**src/hw/msc_pkg.sv**
```systemverilog
// package of constants for the memory scan checker
package msc_pkg;
    // ------------------------------------------------------------
    // register byte addresses
    // ------------------------------------------------------------
    localparam logic [11:0] ADDR_CONTROL = 12'h000;
    localparam logic [11:0] ADDR_MODE_SOURCE = 12'h004;
    localparam logic [11:0] ADDR_RESULT_FLAGS = 12'h008;
    localparam logic [11:0] ADDR_DEBUG_MIRROR = 12'h00C;
    // ------------------------------------------------------------
    // field positions
    // ------------------------------------------------------------
    localparam int CTL_ENABLE_BIT = 0;
    localparam int CTL_FATAL_EN_BIT = 1;
    localparam int CTL_RESET_BIT = 7;
    localparam int SRC_LSB = 0;
    localparam int MODE_LSB = 4;
    localparam int FLG_BUSY_BIT = 0;
    localparam int FLG_PASS_BIT = 1;
    // ------------------------------------------------------------
    // reset values, encodings and timing
    // ------------------------------------------------------------
    localparam logic [7:0] RESULT_FLAGS_RESET = 8'h02;
    localparam logic [1:0] SRC_WHOLE_FLASH = 2'h0;
    localparam logic [1:0] SRC_BOOT_APP = 2'h1;
    localparam logic [1:0] SRC_BOOT_ONLY = 2'h2;
    localparam logic [15:0] CRC_INIT = 16'hFFFF;
    localparam logic [15:0] CRC_POLY = 16'h1021;
    localparam logic [15:0] CRC_RESIDUE = 16'h0000;
    localparam int START_DELAY_CYCLES = 3;
    localparam int FETCH_PERIOD_CYCLES = 3;
    localparam int BOOT_FETCH_PERIOD_CYCLES = 1;
    localparam int FUSE_PAGE_BYTES = 256;
endpackage : msc_pkg

```
**src/hw/msc_scanner.sv**
```systemverilog
// memory scan checker: apb registers, scan engine, debug hooks
//
// Summary of operation
// (RULE1) scan starts three cycles after enable written; cpu keeps running meanwhile
// (RULE2) priority mode: scanner owns flash, cpu stalled until scan ends
// (RULE3) one 16-bit word every third cycle, boot scan at boot rate
// (RULE4) checksum is the last two section bytes, high byte first
// (RULE5) boot pass: cpu released, enable one, source shown, pass one
// (RULE6) boot fail: cpu held, enable one, source shown, pass zero
// (RULE7) checksum mismatch clears the pass flag
// (RULE8) fatal irq raised when pass clears with enable; held until reset
// (RULE9) fatal irq enable set by software, cleared only by system reset
// (RULE10) fatal irq enable accepts one only while not busy
// (RULE11) scan halts in sleep and resumes on wake
// (RULE12) sleep during start delay defers start; irq held until done
// (RULE13) debugger memory access suspends; restart on internal access
// (RULE14) suspended scan keeps busy shown but does no checking
// (RULE15) debug mirror of flags readable without suspending, ensures enabled
// (RULE16) debugger busy write zero cancels, one queues a single scan
// (RULE17) while busy, mode/source and irq enable writes ignored
// (RULE18) debugger pass write zero fires fatal irq; then writes ignored
// (RULE19) debugger pass write one reads as one when not busy
// (RULE20) self reset strobe clears registers next cycle except irq enable
// (RULE21) self reset always allowed if irq enable zero, else when idle
// (RULE22) enable stays one after scan, rewrite one restarts, zero ignored
// (RULE23) crc-16-ccitt, msb first from byte zero, init all ones
// (RULE24) source: 0 whole flash, 1 boot plus app, 2 boot only
// (RULE25) pass reads one by default, valid only when not busy
// (RULE26) pass only when crc over section and checksum gives residue
//
// Chosen here: the APB register port.
`timescale 1ns/100ps
module msc_scanner #(
    parameter int AW = 14
) (
    // clock and reset
    input wire logic clk,
    input wire logic rst,
    // apb slave
    input wire logic psel,
    input wire logic penable,
    input wire logic pwrite,
    input wire logic [11:0] paddr,
    input wire logic [31:0] pwdata,
    output logic [31:0] prdata,
    output logic pready,
    output logic pslverr,
    // debugger side
    input wire logic dbgWrite,
    input wire logic dbgMemAccess,
    input wire logic dbgInternalAccess,
    input wire logic dbgDisconnect,
    // system state and fuses
    input wire logic cpuSleep,
    input wire logic bootScanRequest,
    input wire logic [1:0] bootScanSource,
    input wire logic [7:0] bootEndFuse,
    input wire logic [7:0] appEndFuse,
    input wire logic [AW-1:0] lastFlashByte,
    // flash port
    output logic flashReq,
    output logic [AW-1:0] flashAddr,
    input wire logic [15:0] flashData,
    // cpu and interrupt
    output logic cpuStall,
    output logic cpuHold,
    output logic irqDefer,
    output logic fatalIrq
);
    // ------------------------------------------------------------
    // state
    // ------------------------------------------------------------
    typedef enum logic [2:0] {
        ST_IDLE, ST_BOOT, ST_DELAY, ST_FETCH, ST_DONE
    } msc_state_e;

    typedef struct packed {
        msc_state_e st;
        logic enable;
        logic fatalEn;
        logic [1:0] mode;
        logic [1:0] src;
        logic busy;
        logic pass;
        logic fired;
        logic suspended;
        logic fromBoot;
        logic bootFail;
        logic bootDone;
        logic strobe;
        logic [1:0] count;
        logic [AW-1:0] addr;
        logic [15:0] crc;
        logic fetchPend;
        logic [31:0] rdata;
    } msc_s;

    msc_s s_reg;
    msc_s s_next;
    logic [15:0] crcNext;
    logic [AW-1:0] lastByte;

    // ------------------------------------------------------------
    // helpers
    // ------------------------------------------------------------
    msc_crc_step u_crc (
        .crcIn(s_reg.crc),
        .word(flashData),
        .crcOut(crcNext)
    );

    msc_bounds #(.AW(AW)) u_bounds (
        .sectionSelect(s_reg.src),
        .bootEndFuse(bootEndFuse),
        .appEndFuse(appEndFuse),
        .lastFlashByte(lastFlashByte),
        .lastByte(lastByte)
    );

    // apb strobes; the slave answers in the access cycle
    logic access;
    logic wr;
    logic blocked;
    logic halt;
    logic period1;
    assign access = psel && penable;
    assign wr = access && pwrite;
    assign blocked = s_reg.fired; // [RULE18]
    assign halt = cpuSleep || s_reg.suspended; // [RULE11] [RULE14]
    assign period1 = s_reg.fromBoot;

    function automatic logic isAddr(input logic [11:0] a,
                                    input logic [11:0] r);
        isAddr = (a == r);
    endfunction : isAddr

    // ------------------------------------------------------------
    // next state
    // ------------------------------------------------------------
    always_comb begin
        logic [7:0] wd;
        logic [1:0] lim;
        wd = pwdata[7:0];
        lim = s_reg.fromBoot ? 2'(msc_pkg::BOOT_FETCH_PERIOD_CYCLES - 1)
                             : 2'(msc_pkg::FETCH_PERIOD_CYCLES - 1);
        s_next = s_reg;
        s_next.strobe = 1'b0; // strobe never holds its value [RULE20]

        // pending self reset clears state, enable, mode, source, busy, pass and suspend; irq enable kept [RULE20]
        if (s_reg.strobe) begin
            s_next.st = ST_IDLE;
            s_next.enable = 1'b0;
            s_next.mode = 2'h0;
            s_next.src = 2'h0;
            s_next.busy = 1'b0;
            s_next.pass = 1'b0;
            s_next.fetchPend = 1'b0;
            s_next.suspended = 1'b0;
        end

        // debugger suspend and restart [RULE13]
        if (dbgMemAccess) begin
            s_next.suspended = 1'b1;
        end else if (s_reg.suspended &&
                     (dbgInternalAccess || dbgDisconnect)) begin
            s_next.suspended = 1'b0;
            if (s_reg.busy) begin
                s_next.st = ST_DELAY;
                s_next.count = 2'h0;
            end
        end

        // scan engine
        case (s_reg.st)
            ST_IDLE: begin
                s_next.count = 2'h0;
            end
            ST_BOOT: begin
                // boot scan begins at once, boot fetch rate [RULE3]
                s_next.st = ST_FETCH;
            end
            ST_DELAY: begin
                // three idle cycles, frozen during sleep [RULE1] [RULE12]
                if (!halt) begin
                    if (s_reg.count == 2'(msc_pkg::START_DELAY_CYCLES - 1))
                        begin
                        s_next.st = ST_FETCH;
                        s_next.count = 2'h0;
                        s_next.addr = '0;
                        s_next.crc = msc_pkg::CRC_INIT; // [RULE23]
                    end else begin
                        s_next.count = s_reg.count + 2'h1;
                    end
                end
            end
            ST_FETCH: begin
                if (!halt) begin
                    // one word per fetch period [RULE3]
                    if (s_reg.count == lim) begin
                        s_next.count = 2'h0;
                        s_next.crc = crcNext; // [RULE23] [RULE4]
                        s_next.addr = s_reg.addr + AW'(2);
                        if (s_reg.addr + AW'(1) >= lastByte) begin
                            s_next.st = ST_DONE;
                        end
                    end else begin
                        s_next.count = s_reg.count + 2'h1;
                    end
                end
            end
            ST_DONE: begin
                s_next.st = ST_IDLE;
                s_next.busy = 1'b0;
                s_next.fromBoot = 1'b0;
                s_next.bootDone = 1'b1;
                // residue compare [RULE26] [RULE7]
                if (s_reg.crc == msc_pkg::CRC_RESIDUE) begin
                    s_next.pass = 1'b1;
                end else begin
                    s_next.pass = 1'b0;
                    s_next.bootFail = s_reg.fromBoot; // [RULE6]
                end
            end
            default: s_next.st = ST_IDLE;
        endcase

        // boot request: enable one, source shown [RULE5] [RULE6]
        if (bootScanRequest && !s_reg.bootDone && s_reg.st == ST_IDLE) begin
            s_next.st = ST_BOOT;
            s_next.enable = 1'b1;
            s_next.src = bootScanSource;
            s_next.busy = 1'b1;
            s_next.fromBoot = 1'b1;
            s_next.addr = '0;
            s_next.crc = msc_pkg::CRC_INIT;
            s_next.count = 2'h0;
        end

        // register writes, all refused once fatal irq fired [RULE18]
        if (wr && !blocked && !s_reg.strobe) begin
            if (isAddr(paddr, msc_pkg::ADDR_CONTROL)) begin
                if (wd[msc_pkg::CTL_RESET_BIT] &&
                    (!s_reg.fatalEn || !s_reg.busy)) begin
                    s_next.strobe = 1'b1; // [RULE21]
                end
                if (wd[msc_pkg::CTL_FATAL_EN_BIT] && !s_reg.busy) begin
                    s_next.fatalEn = 1'b1; // [RULE9] [RULE10] [RULE17]
                end
                if (wd[msc_pkg::CTL_ENABLE_BIT] && !s_reg.busy) begin
                    s_next.enable = 1'b1; // zero write ignored [RULE22]
                    s_next.busy = 1'b1;
                    s_next.st = ST_DELAY; // [RULE1]
                    s_next.count = 2'h0;
                end
            end else if (isAddr(paddr, msc_pkg::ADDR_MODE_SOURCE)) begin
                if (!s_reg.busy) begin // [RULE17]
                    s_next.src = wd[msc_pkg::SRC_LSB +: 2]; // [RULE24]
                    s_next.mode = wd[msc_pkg::MODE_LSB +: 2];
                end
            end else if (isAddr(paddr, msc_pkg::ADDR_RESULT_FLAGS) &&
                         dbgWrite) begin
                // debugger status writes [RULE16]
                if (!wd[msc_pkg::FLG_BUSY_BIT]) begin
                    s_next.busy = 1'b0;
                    s_next.st = ST_IDLE;
                end else if (!s_reg.busy) begin
                    s_next.busy = 1'b1;
                    s_next.st = ST_DELAY;
                    s_next.count = 2'h0;
                end
                s_next.pass = wd[msc_pkg::FLG_PASS_BIT]; // [RULE18] [RULE19]
            end
        end

        // fatal irq latch, set wins and holds to reset [RULE8]
        if (s_reg.fatalEn && s_reg.pass && !s_next.pass) begin
            s_next.fired = 1'b1;
        end

        // read data copy registered at the end of the access cycle; prdata does not use it
        s_next.rdata = 32'h0000_0000;
        if (access && !pwrite) begin
            if (isAddr(paddr, msc_pkg::ADDR_CONTROL)) begin
                s_next.rdata[msc_pkg::CTL_ENABLE_BIT] = s_reg.enable;
                s_next.rdata[msc_pkg::CTL_FATAL_EN_BIT] = s_reg.fatalEn;
            end else if (isAddr(paddr, msc_pkg::ADDR_MODE_SOURCE)) begin
                s_next.rdata[msc_pkg::SRC_LSB +: 2] = s_reg.src;
                s_next.rdata[msc_pkg::MODE_LSB +: 2] = s_reg.mode;
            end else if (isAddr(paddr, msc_pkg::ADDR_RESULT_FLAGS) ||
                         isAddr(paddr, msc_pkg::ADDR_DEBUG_MIRROR)) begin
                // busy and pass read as stored, flags and mirror alike [RULE25] [RULE15]
                s_next.rdata[msc_pkg::FLG_BUSY_BIT] = s_reg.busy;
                s_next.rdata[msc_pkg::FLG_PASS_BIT] = s_reg.pass;
            end
        end
        // mirror read wakes a suspended scan [RULE15]
        if (access && !pwrite && isAddr(paddr, msc_pkg::ADDR_DEBUG_MIRROR)
            && !dbgMemAccess) begin
            s_next.suspended = 1'b0;
        end
    end

    // ------------------------------------------------------------
    // state register
    // ------------------------------------------------------------
    always_ff @(posedge clk or posedge rst) begin
        if (rst) begin
            s_reg <= '{st: ST_IDLE, enable: 1'b0, fatalEn: 1'b0,
                       mode: 2'h0, src: 2'h0,
                       busy: msc_pkg::RESULT_FLAGS_RESET[0],
                       pass: msc_pkg::RESULT_FLAGS_RESET[1],
                       fired: 1'b0, suspended: 1'b0, fromBoot: 1'b0,
                       bootFail: 1'b0, bootDone: 1'b0, strobe: 1'b0,
                       count: 2'h0, addr: '0, crc: msc_pkg::CRC_INIT,
                       fetchPend: 1'b0, rdata: 32'h0000_0000};
        end else begin
            s_reg <= s_next;
        end
    end

    // ------------------------------------------------------------
    // outputs
    // ------------------------------------------------------------
    // the apb slave answers in the first access cycle; read data is
    // captured one edge earlier is not possible, so prdata is muxed
    // zero-wait reads mux the live s_reg state directly, not the rdata copy
    always_comb begin
        prdata = 32'h0000_0000;
        if (isAddr(paddr, msc_pkg::ADDR_CONTROL)) begin
            prdata[msc_pkg::CTL_ENABLE_BIT] = s_reg.enable;
            prdata[msc_pkg::CTL_FATAL_EN_BIT] = s_reg.fatalEn;
        end else if (isAddr(paddr, msc_pkg::ADDR_MODE_SOURCE)) begin
            prdata[msc_pkg::SRC_LSB +: 2] = s_reg.src;
            prdata[msc_pkg::MODE_LSB +: 2] = s_reg.mode;
        end else if (isAddr(paddr, msc_pkg::ADDR_RESULT_FLAGS) ||
                     isAddr(paddr, msc_pkg::ADDR_DEBUG_MIRROR)) begin
            prdata[msc_pkg::FLG_BUSY_BIT] = s_reg.busy;
            prdata[msc_pkg::FLG_PASS_BIT] = s_reg.pass;
        end
    end
    assign pready = 1'b1;
    assign pslverr = access && !(isAddr(paddr, msc_pkg::ADDR_CONTROL) ||
                     isAddr(paddr, msc_pkg::ADDR_MODE_SOURCE) ||
                     isAddr(paddr, msc_pkg::ADDR_RESULT_FLAGS) ||
                     isAddr(paddr, msc_pkg::ADDR_DEBUG_MIRROR));
    // scanner owns flash while fetching [RULE2]
    assign flashReq = (s_reg.st == ST_FETCH) && !halt;
    assign flashAddr = s_reg.addr;
    assign cpuStall = (s_reg.st == ST_FETCH) || (s_reg.st == ST_DONE)
                      || (s_reg.st == ST_BOOT); // [RULE2]
    // boot result gates cpu start [RULE5] [RULE6]
    assign cpuHold = s_reg.fromBoot || s_reg.bootFail;
    assign irqDefer = s_reg.busy && (s_reg.st != ST_IDLE); // [RULE12]
    assign fatalIrq = s_reg.fired; // [RULE8]
endmodule : msc_scanner

```
**src/hw/msc_crc_step.sv**
```systemverilog
// one-word crc-16 update, two bytes msb first
`timescale 1ns/100ps
module msc_crc_step (
    // input checksum and word
    input wire logic [15:0] crcIn,
    input wire logic [15:0] word,
    // updated checksum
    output logic [15:0] crcOut
);
    // high byte goes first, each byte shifted in msb first
    always_comb begin
        logic [15:0] c;
        c = crcIn;
        for (int i = 15; i >= 0; i--) begin
            if (c[15] ^ word[i]) begin
                c = {c[14:0], 1'b0} ^ msc_pkg::CRC_POLY;
            end else begin
                c = {c[14:0], 1'b0};
            end
        end
        crcOut = c;
    end
endmodule : msc_crc_step

```
**src/hw/msc_bounds.sv**
```systemverilog
// section end lookup from source select and fuses
`timescale 1ns/100ps
module msc_bounds #(
    parameter int AW = 14
) (
    // selection and fuse values
    input wire logic [1:0] sectionSelect,
    input wire logic [7:0] bootEndFuse,
    input wire logic [7:0] appEndFuse,
    input wire logic [AW-1:0] lastFlashByte,
    // byte address of the last checked byte
    output logic [AW-1:0] lastByte
);
    // fuse end times a page, minus one, gives the last byte
    always_comb begin
        logic [AW+8:0] page;
        page = '0;
        if (sectionSelect == msc_pkg::SRC_BOOT_ONLY) begin
            page = (AW+9)'(bootEndFuse) * (AW+9)'(msc_pkg::FUSE_PAGE_BYTES);
            lastByte = AW'(page - (AW+9)'(1));
        end else if (sectionSelect == msc_pkg::SRC_BOOT_APP) begin
            page = (AW+9)'(appEndFuse) * (AW+9)'(msc_pkg::FUSE_PAGE_BYTES);
            lastByte = AW'(page - (AW+9)'(1));
        end else begin
            lastByte = lastFlashByte;
        end
    end
endmodule : msc_bounds

```
**config.mk**
```make
export PLATFORM = sky130hd
export DESIGN_NAME = msc_scanner
export DESIGN_NICKNAME = d
export VERILOG_FILES = /design/src/hw/msc_pkg.sv /design/src/hw/msc_scanner.sv /design/src/hw/msc_crc_step.sv /design/src/hw/msc_bounds.sv
export SDC_FILE = /design/constraint.sdc
export NUM_CORES = 1
export LEC_CHECK = 0
export BUFFER_PORTS_ARGS = -buffer_cell sky130_fd_sc_hd__clkbuf_2
export CELL_PAD_IN_SITES_DETAIL_PLACEMENT = 2
export CELL_PAD_IN_SITES_GLOBAL_PLACEMENT = 2
export CORE_MARGIN = 2
export CORE_UTILIZATION = 25
export DETAILED_ROUTE_END_ITERATION = 10
export HOLD_SLACK_MARGIN = 0.06
export PLACE_DENSITY_LB_ADDON = 0.1
export SYNTH_ARGS = -nofsm -noshare
export SYNTH_HDL_FRONTEND = slang
export SYNTH_SLANG_ARGS = --single-unit
```
**constraint.sdc**
```tcl
create_clock -name clk -period 2.45 [get_ports clk]
set_clock_uncertainty 0.2 [all_clocks]
set_input_delay 0.245 -clock clk [delete_from_list [all_inputs] [get_ports clk]]
set_output_delay 0.245 -clock clk [all_outputs]
set_load 0.005 [all_outputs]
```
==> results.yml, run 1 <==
sta:
  timing.slew.headroom_pct: 66.1
  finalSetupTns_ps: -227
  slew_viol_final: 0
  rsz0062_at_grt: "true"
  finalCritPeriodShare_pct: 105
  timing.fmax_mhz: 389
  finalCriticalPeriod_ps: 2570
  setup_viol: 2
  layout_setup_ws_ps: -121
  finalHoldViolCount: 0
  worst_pin_slew_ps: 508
yosys:
  synth-warning-count: 0
  synth_top_cell_area_share_pct: 19.4
  synth_cell_types: 51
  syn_avg_cell_area_sq_um: 8.33
  ys_seq_elements: 48
  syn_inst: 481
  yosys.area.top_type: "dfrtp_1"
  synth_flop_cell: "dfrtp_1"
  ys_seq_area_share_pct: 30.5
  synthArstFlopShare_pct: 100
  synth_edf_count: 0
  synthTopCellsByArea: "dfrtp_1 19%, dfstp_2 11%, xnor2_1 8.1%"
  synth_area_sq_um: 4010
clock_tree:
  clk_path_buf_depth: 2
  clk_latency_ps: 310
  clock-root-buffer: "clkbuf_16"
  clock-sinks: 48
  htreeDepth: 2
  numCtsBuffers: 5
  path_clk_slew_ps: 60
  cts_tree: "yes"
finish:
  n_antenna_cell: 0
  drive_gt1_share_pct: 37.1
  nFillCells: 1867
  final_area_sq_um: 5340
  syn_to_final_growth_pct: 33.2
  nNetsFinal: 724
  largest_reg_flops: 33
critical_path:
  critical_path_class: "flop to flop"
  arrival_ps: 2560
  worstPathRequired_ps: 2440
  reg2reg_depth: 10
  crit_top_cell: "a21o_1"
  worstSetupStartpoint: "s_reg[73]"
  slowest_stage: "dfrtp_2"
  startpoint_type: "flop"
  crit_path_cell_trace: "buf_6, o211ai_1, o21ai_4, ha_4, nand4_1, or2_4, o221ai_4, a21o_1, a21oi_2, a21o_1"
  cp-endpoint: "s_reg[79]"
  max_stage_delay_ps: 460
  critPathMaxFanout: 11
  endpoint_kind: "flop"
  r2r-end: "s_reg[79]"
  r2r_start: "s_reg[73]"
  regToRegSetupSlack_ps: -120
power:
  p_seq_share_pct: 20.1
  power.density_nw_per_um2: 1250
  power.total_mw: 6.65
  switching_share_pct: 41.3
  power_frac_clock_pct: 10.8
  ir_drop_uv: 559
  power_frac_comb_pct: 69.1
  p_sw_mw: 2.75
  p_int_mw: 3.91
  power_leakage_nw: 2.51
grt:
  grt_pass1_wl_um: 21300
  overflow: 0
  antenna_found_initial: 0
  grt_pass1_vias: 4152
  grt_max_degree: 49
  grtUsageTotal_pct: 16.2
die:
  io_pins: 156
  die_w_um: 131
  fp.dieH_um: 131
  die-area_sq_um: 17100
  initial_core_util_pct: 25.4
  coreArea_sq_um: 15800
  num_rows: 46
run_status:
  violations: "setup timing"
  status: "finished with violations"
routing:
  remaining_drc_errors: 0
  vias: 3764
  wl_per_cell_um: 16.5
  detail_route.first_pass.iterations: 4
  finalWirelength_um: 13500
  antenna_left: 0
  drt_iter0_drc: 88
  via_per_inst: 4.60
place:
  gp_congestion: 0.782
  dp_hpwl_um: 10500
  dpl_cell_area_sq_um: 4820
  pre_cts_ws_ps: -486
  io_buffer_count: 93
job:
  max_cap_violations: 0
min_path:
  holdCritPathClass: "input port to flop"
[power by group through the flow]
stage                     registers, mW  clock network [mW]  logic, mW
after floorplan                    1.23                   0       2.57
after global placement             1.31                   0       3.84
after detailed placement           1.33                   0       3.95
after CTS                          1.31               0.768       4.17
after global routing               1.37               0.789       5.08
final                              1.33               0.721       4.60
[area by class of cell]
type / count / area (sq um) / area share, %
Clock inverter: 3 / 18.8 / 0.352
Clock buffer: 5 / 125 / 2.34
Multi-Input combinational cell: 378 / 2670 / 50.0
Inverter: 12 / 45.0 / 0.844
Sequential cell: 48 / 1220 / 22.9
Timing Repair Buffer: 157 / 986 / 18.5
Tap cell: 216 / 270 / 5.06
[per-stage QoR]
stage | hold WS (ps) | std cells | util, %
after CTS | 71.5 | 814 | 32.4
after floorplan | 146 | 509 | -
after global placement | 105 | 797 | 30.6
final | 71.7 | 819 | 33.9
after detailed placement | 115 | 797 | 30.6
after global routing | 93.9 | 819 | 33.9
[worst min path at each step]
stage | startpoint | to | cells past startpoint
finish | paddr[2] | s_reg[65] | 2
global route | pwdata[5] | s_reg[76] | 3
CTS | paddr[2] | s_reg[65] | 2
detailed placement | rst | flashAddr[8] | 3
global placement | rst | flashAddr[7] | 3
floorplan | dbgMemAccess | s_reg[69] | 1
[Yosys cell counts (3+ instances only)]
library cell   n
o21ai_0       50
nor2_1        48
buf_4         43
nand2_1       40
xnor2_1       37
dfrtp_1       31
clkbuf_1      26
a21oi_1       24
ha_1          19
dfstp_2       17
inv_1         12
xor2_1        12
and3_1         9
nor3_1         9
a21o_1         8
nand4_1        8
nand3_1        7
nor4_1         7
a211oi_1       6
a211o_1        4
mux2i_1        4
nand2b_1       4
nor2b_1        4
nor3b_1        4
o211ai_1       4
xnor2_2        4
a31o_2         3
mux2_2         3
or2_2          3
or3_1          3
[logic make-up (layout without fill, tap and decap cells)]
kind of cell / after synthesis / in the layout / synth area share (%)
buffers and inverters: 83 / 177 / 11.9
DFF: 48 / 48 / 30.5
and+or+nand+nor: 153 / 153 / 18.4
adders and majority gates: 19 / 19 / 5.93
muxes: 7 / 7 / 1.84
AOI/OAI and AO/OA: 112 / 112 / 16.8
other: 2 / 30 / 0.187
xor gates and xnor gates: 57 / 57 / 14.5
[critical path: cells and delay by family, from the launching register on]
kind | cells | cell delay, ps
simple gates | 2 | 420
buf+inv | 1 | 160
fa+ha+maj | 1 | 290
compound gates | 6 | 920
flops | 1 | 460
[layer usage]
metal / track usage, % / part of all wire (%) / vias to the layer above / wire (um)
met5: 0 / 0 / - / 0
met4: 4.38 / 1.3 / 0 / 170
met3: 2.40 / 2.8 / 11 / 384
met2: 29.3 / 52 / 78 / 6990
met1: 20.0 / 44 / 1854 / 5960
li1: - / - / 1821 / -
[layout by cell type, fill, tap and decap left out, types with 5 or more instances in the layout]
cell,netlist,final
a21oi_1,24,21
xnor2_1,37,31
clkbuf_16,0,5
and3_1,9,8
a21o_1,8,8
xnor2_2,4,6
nor2_1,48,45
clkbuf_2,0,93
dfrtp_1,31,30
nand2_1,40,40
xor2_1,12,9
nor4_1,7,7
dlygate4sd3_1,0,5
nor3_1,9,6
nand3_1,7,7
conb_1,2,30
inv_1,12,11
nand4_1,8,8
dfstp_2,17,17
o21ai_0,50,45
buf_4,43,54
ha_1,19,17
[timing repair]
action	in CTS	in global routing
setup buffers	4	5
cloned	0	0
hold buffers	5	0
pin swaps	10	14
setup endpoints to repair	4	9
hold endpoints to repair	53	0
gates resized for setup	14	31
(Power assumes the default switching activity.)
==> run 2: changes to the inputs <==
- CORE_UTILIZATION: 25 -> 28
- TNS_END_PERCENT: default -> 50
- clock period: 2.45 -> 2.51 ns (I/O delays scaled with it)
==> results.yml, run 2 (same netlist as run 1, synthesis figures left out) <==
run_status:
  status: "finished with violations"
  violations: "setup timing"
sta:
  rsz0062_at_grt: "true"
  layout_setup_ws_ps: -86.3
  timing.slew.headroom_pct: 59.7
  setup_viol: 2
  finalHoldViolCount: 0
  slew_viol_final: 0
  finalCriticalPeriod_ps: 2600
  worst_pin_slew_ps: 603
  holdWs_ps: 69.4
  finalCritPeriodShare_pct: 103
  timing.fmax_mhz: 385
finish:
  n_antenna_cell: 0
  drive_gt1_share_pct: 36.8
  syn_to_final_growth_pct: 29.3
  post-route-util_pct: 37.2
  regArea_sq_um: 1220
  largest_reg_flops: 33
  nNetsFinal: 714
  fin_cells: 773
  final_common_cell: "clkbuf_2"
  multiInputGateArea_sq_um: 2630
  final_cell_mix: "93 x clkbuf_2, 46 x buf_4, 44 x nor2_1"
  nFillCells: 1591
clock_tree:
  clock-sinks: 48
  numCtsBuffers: 5
  clk_latency_ps: 300
  clk_path_buf_depth: 2
  htreeDepth: 2
  path_clk_slew_ps: 70
  clock-root-buffer: "clkbuf_16"
  cts_tree: "yes"
routing:
  via_per_inst: 4.79
  remaining_drc_errors: 0
  wl_per_cell_um: 17.0
  vias: 3706
  drt_iter0_drc: 137
  antenna_left: 0
  finalWirelength_um: 13200
  detail_route.first_pass.iterations: 4
place:
  dp_hpwl_um: 10300
  pre_cts_ws_ps: -436
  io_buffer_count: 93
  dp_cells: 755
  gp_congestion: 0.733
die:
  die_w_um: 124
  io_pins: 156
  coreArea_sq_um: 13900
  fp.dieH_um: 124
  num_rows: 43
  initial_core_util_pct: 28.8
  die-area_sq_um: 15300
grt:
  overflow: 0
  antenna_found_initial: 0
  grt_pass1_vias: 4064
  grt_max_degree: 23
  grtUsageTotal_pct: 17.8
  grt_pass1_wl_um: 21100
job:
  max_cap_violations: 0
critical_path:
  startpoint_type: "flop"
  worstPathRequired_ps: 2490
  critPathMaxFanout: 7
  critical_path_class: "flop to flop"
  arrival_ps: 2580
  endpoint_kind: "flop"
power:
  ir_drop_uv: 437
  power_frac_clock_pct: 12.5
  power_frac_comb_pct: 67.3
  switching_share_pct: 41.8
  power_leakage_nw: 2.47
  p_int_mw: 3.74
  p_sw_mw: 2.68
  power.density_nw_per_um2: 1240
  p_seq_share_pct: 20.2
min_path:
  holdCritPathClass: "input port to flop"
run 2: metrics by stage:
stage          TNS [ps]  cell area [sq um]  power [mW]
2_1_floorplan      -166               4130        3.71
3_3_place_gp       -789               4720        4.86
3_5_place_dp      -1050               4720        5.03
4_1_cts            -111               5070        6.05
5_1_grt            -462               5180        6.97
6_report           -125               5180        6.42
run 2: cell type report:
cell class              instances  share of cell area, %
flip-flops and latches         48                   23.6
repair buffers                147                   17.2
clock inverters                 3                  0.893
clock buffers                   5                   2.41
well taps                     180                   4.34
inverters                      12                  0.869
multi-input cells             378                   50.7
run 2: final timing paths:
kind	startpoint	to	slack (ps)	cells after the start
worst max-delay path	s_reg[73]	s_reg[79]	-90	10
worst min-delay path	bootScanSource[1]	s_reg[74]	70	3
worst max register to register	s_reg[73]	s_reg[79]	-90	10
worst min register to register	s_reg[66]	s_reg[66]	270	1
max in group asynchronous	rst	s_reg[71]	1310	4
min in group asynchronous	rst	flashAddr[9]	180	3
run 2: power by group through the flow:
stage | sequential [mW] | clock, mW | combinational (mW)
floorplan | 1.20 | 0 | 2.51
global placement | 1.27 | 0 | 3.59
detailed placement | 1.28 | 0 | 3.74
CTS | 1.28 | 0.827 | 3.94
global route | 1.33 | 0.862 | 4.77
finish | 1.30 | 0.800 | 4.32
run 2: metal layers:
metal	wire length, um	share of wire (%)	up-vias	track usage (%)
met3	490	3.7	9	2.84
met1	5720	43	1817	22.4
met2	6870	52	82	32.2
met4	98	0.74	0	3.05
met5	0	0	-	0
li1	-	-	1798	-
run 2: critical path, cell delays in order, from the launching register on:
cell and delay [ps]:
dfrtp_2 480, buf_6 160, o211ai_1 250, o21ai_4 110
ha_4 280, nand4_1 140, or2_4 290, o221ai_4 180
a21o_1 180, a21oi_2 60, a21o_1 150
run 2: repair_timing:
item / 4_1_cts / 5_1_grt
gates resized for setup: 31 / 13
setup endpoints to repair: 4 / 17
gates cloned: 1 / 0
setup buffers: 3 / 4
endpoints found under the hold margin: 34 / 0
pin swaps: 16 / 15
hold buffers: 3 / 0
==> run 3: changes to the inputs <==
--- a/config.mk
+++ b/config.mk
@@ -11,3 +11,3 @@
 export CORE_MARGIN = 2
-export CORE_UTILIZATION = 28
+export CORE_UTILIZATION = 29
 export DETAILED_ROUTE_END_ITERATION = 10
@@ -17,2 +17,3 @@
 export SYNTH_HDL_FRONTEND = slang
+export SYNTH_HIERARCHICAL = 1
 export SYNTH_SLANG_ARGS = --single-unit
==> constraint.sdc (replaced) <==
create_clock -name clk -period 2.51 [get_ports clk]
set_clock_uncertainty 0.2 [all_clocks]
set_input_delay 0.502 -clock clk [delete_from_list [all_inputs] [get_ports clk]]
set_output_delay 0.502 -clock clk [all_outputs]
set_load 0.005 [all_outputs]
==> results.yml, run 3 <==
clock_tree:
  clock-sinks: 48
  clk_path_buf_depth: 2
  path_clk_slew_ps: 70
  cts_tree: "yes"
  htreeDepth: 2
  clk_latency_ps: 300
  clock-root-buffer: "clkbuf_16"
  numCtsBuffers: 5
critical_path:
  critical_path.top_delay_family: "simple AND/OR/NAND/NOR gates"
  endpoint_kind: "flop"
  worst-path-buf-inv: 3
  reg2reg_depth: 12
  critPathMaxFanout: 3
  arrival_ps: 2960
  crit_path_cell_trace: "buf_6, or4_4, nor3_4, nor3_2, o32ai_1, inv_1, ha_4, nand4_1, nor2_2, o2111ai_2, nand3_2, buf_6, nor3b_4"
  r2r_start: "s_reg[74]"
  worstPathRequired_ps: 2530
  r2r-end: "s_reg[81]"
  max_stage_delay_ps: 550
  critical_path_class: "input port to flop"
  startpoint_type: "input port"
  crit_top_cell: "buf_6"
  regToRegSetupSlack_ps: -170
  slowest_stage: "or4_4"
grt:
  use_met3_pct: 2.15
  grt_util_met2_pct: 32.5
  overflow: 0
  antenna_found_initial: 0
  grtUsageTotal_pct: 18.0
  grt_busiest_layer: "met2"
  grt_pass1_vias: 4432
  grt_max_degree: 33
  grt_pass1_wl_um: 23300
  met1_usage_pct: 23.4
yosys:
  synth-warning-count: 6
  syn_inst: 517
  ys_seq_area_share_pct: 28.0
  synth_cell_types: 72
  yosys.area.top_type: "dfrtp_1"
  synth_flop_cell: "dfrtp_1"
  ys_seq_elements: 48
  synth_area_sq_um: 4370
  synth_edf_count: 0
  synth_top_cell_area_share_pct: 17.7
  synth_commonest_cells: "48 x nor2_1, 44 x buf_4, 40 x nand2_1, 37 x xnor2_1, 31 x dfrtp_1"
  synthArstFlopShare_pct: 100
  syn_avg_cell_area_sq_um: 8.46
  synthTopCellsByArea: "dfrtp_1 18%, dfstp_2 10%, buf_4 7.6%"
  synth.most_common_cell: "nor2_1"
job:
  max_cap_violations: 0
sta:
  finalCritPeriodShare_pct: 117
  setup_viol: 3
  timing.slew.headroom_pct: 51.0
  finalCriticalPeriod_ps: 2950
  finalHoldViolCount: 0
  timing.fmax_mhz: 339
  rsz0062_at_grt: "true"
  finalSetupTns_ps: -1170
  worst_pin_slew_ps: 733
  layout_setup_ws_ps: -437
  slew_viol_final: 0
place:
  dp_hpwl_um: 11300
  pre_cts_ws_ps: -794
  io_buffer_count: 94
  dp_cells: 801
  gp_congestion: 0.811
die:
  initial_core_util_pct: 29.9
  coreArea_sq_um: 14600
  fp.dieH_um: 127
  die_w_um: 127
  num_rows: 44
  die-area_sq_um: 16100
  io_pins: 156
routing:
  antenna_left: 0
  wl_per_cell_um: 17.6
  vias: 4074
  via_per_inst: 5.02
  drt_iter0_drc: 154
  remaining_drc_errors: 0
  detail_route.first_pass.iterations: 4
  finalWirelength_um: 14300
min_path:
  min_from: "dbgMemAccess"
  holdCritPathClass: "input port to flop"
  whs_path_depth: 2
  worstHoldEndpoint: "s_reg[69]"
power:
  power.density_nw_per_um2: 945
  power.total_mw: 5.12
  ir_drop_uv: 641
  power_leakage_nw: 2.51
finish:
  fin_cells: 812
  largest_reg_flops: 33
  final_common_cell: "clkbuf_2"
  nNetsFinal: 749
  final_cell_mix: "93 x clkbuf_2, 47 x nor2_1, 47 x buf_4"
  syn_to_final_growth_pct: 23.9
  drive_gt1_share_pct: 33.1
  n_antenna_cell: 0
run_status:
  status: "finished with violations"
  violations: "setup timing"
-- run 3: cell types whose count changed after synthesis, moves of 4 or more --
| cell | before | now |
|---|---|---|
| a31oi_1 | 2 | 18 |
| a21o_1 | 8 | 0 |
| clkbuf_1 | 26 | 16 |
| o21ai_0 | 50 | 18 |
| nand3_1 | 7 | 16 |
| a211o_1 | 4 | 0 |
| o21ai_1 | 0 | 4 |
| nand2b_1 | 4 | 9 |
| buf_2 | 2 | 6 |
| inv_1 | 12 | 26 |
| o31ai_1 | 0 | 8 |
-- run 3: worst max path at each step --
stage	cells after the start	slack, ps	start	endpoint
global route	13	-550	bootEndFuse[2]	s_reg[81]
CTS	13	-350	bootEndFuse[2]	s_reg[81]
finish	13	-440	bootEndFuse[2]	s_reg[81]
floorplan	11	-280	bootEndFuse[0]	s_reg[79]
global placement	13	-690	bootEndFuse[0]	s_reg[81]
detailed placement	13	-790	bootEndFuse[0]	s_reg[81]
-- run 3: area by class of cell --
cell class                      count  area [sq um]
Clock buffer                        7           153
Clock inverter                      1          30.0
Fill cell                        1704          9230
Inverter                           28           105
Multi-Input combinational cell    400          2810
Sequential cell                    48          1220
Tap cell                          184           230
Timing Repair Buffer              144           871
-- run 3: logic make-up after synthesis --
family / count (synthesis) / share of synthesized area [%]
adder cells (fa/ha/maj): 19 / 5.44
AO/OA/AOI/OAI: 97 / 14.5
flip-flops: 48 / 28.0
AND/OR/NAND/NOR: 184 / 22.2
buffers and inverters: 97 / 12.6
other: 2 / 0.172
multiplexers: 9 / 2.12
XOR/XNOR: 61 / 15.0
-- run 3: timing repair --
item,4_1_cts,5_1_grt
buffers inserted,1,1
endpoints found under the setup margin,3,4
hold endpoints to repair,4,0
hold buffers,1,0
pin swaps,5,5
resized for setup,10,10
-- run 3: stage by stage --
stage / hold WS, ps / utilization (%) / instance area, sq um
after global placement: 251 / 34.8 / 5100
after detailed placement: 263 / 34.8 / 5100
final: 241 / 37.0 / 5420
after global routing: 263 / 37.0 / 5420
after CTS: 235 / 36.6 / 5350
after floorplan: 240 / - / 4480
-- run 3: layer usage --
| metal | share of wire (%) | wire length, um | vias to the layer above |
|---|---|---|---|
| met5 | 0 | 0 | - |
| met4 | 0.87 | 125 | 0 |
| met3 | 3.0 | 429 | 8 |
| met2 | 51 | 7270 | 76 |
| met1 | 45 | 6500 | 2035 |
| li1 | - | - | 1955 |
-- run 3: where the power goes --
group          switching, mW  internal [mW]
clock                  0.324          0.526
combinational           1.44           1.58
sequential             0.210           1.04
total                   1.98           3.14
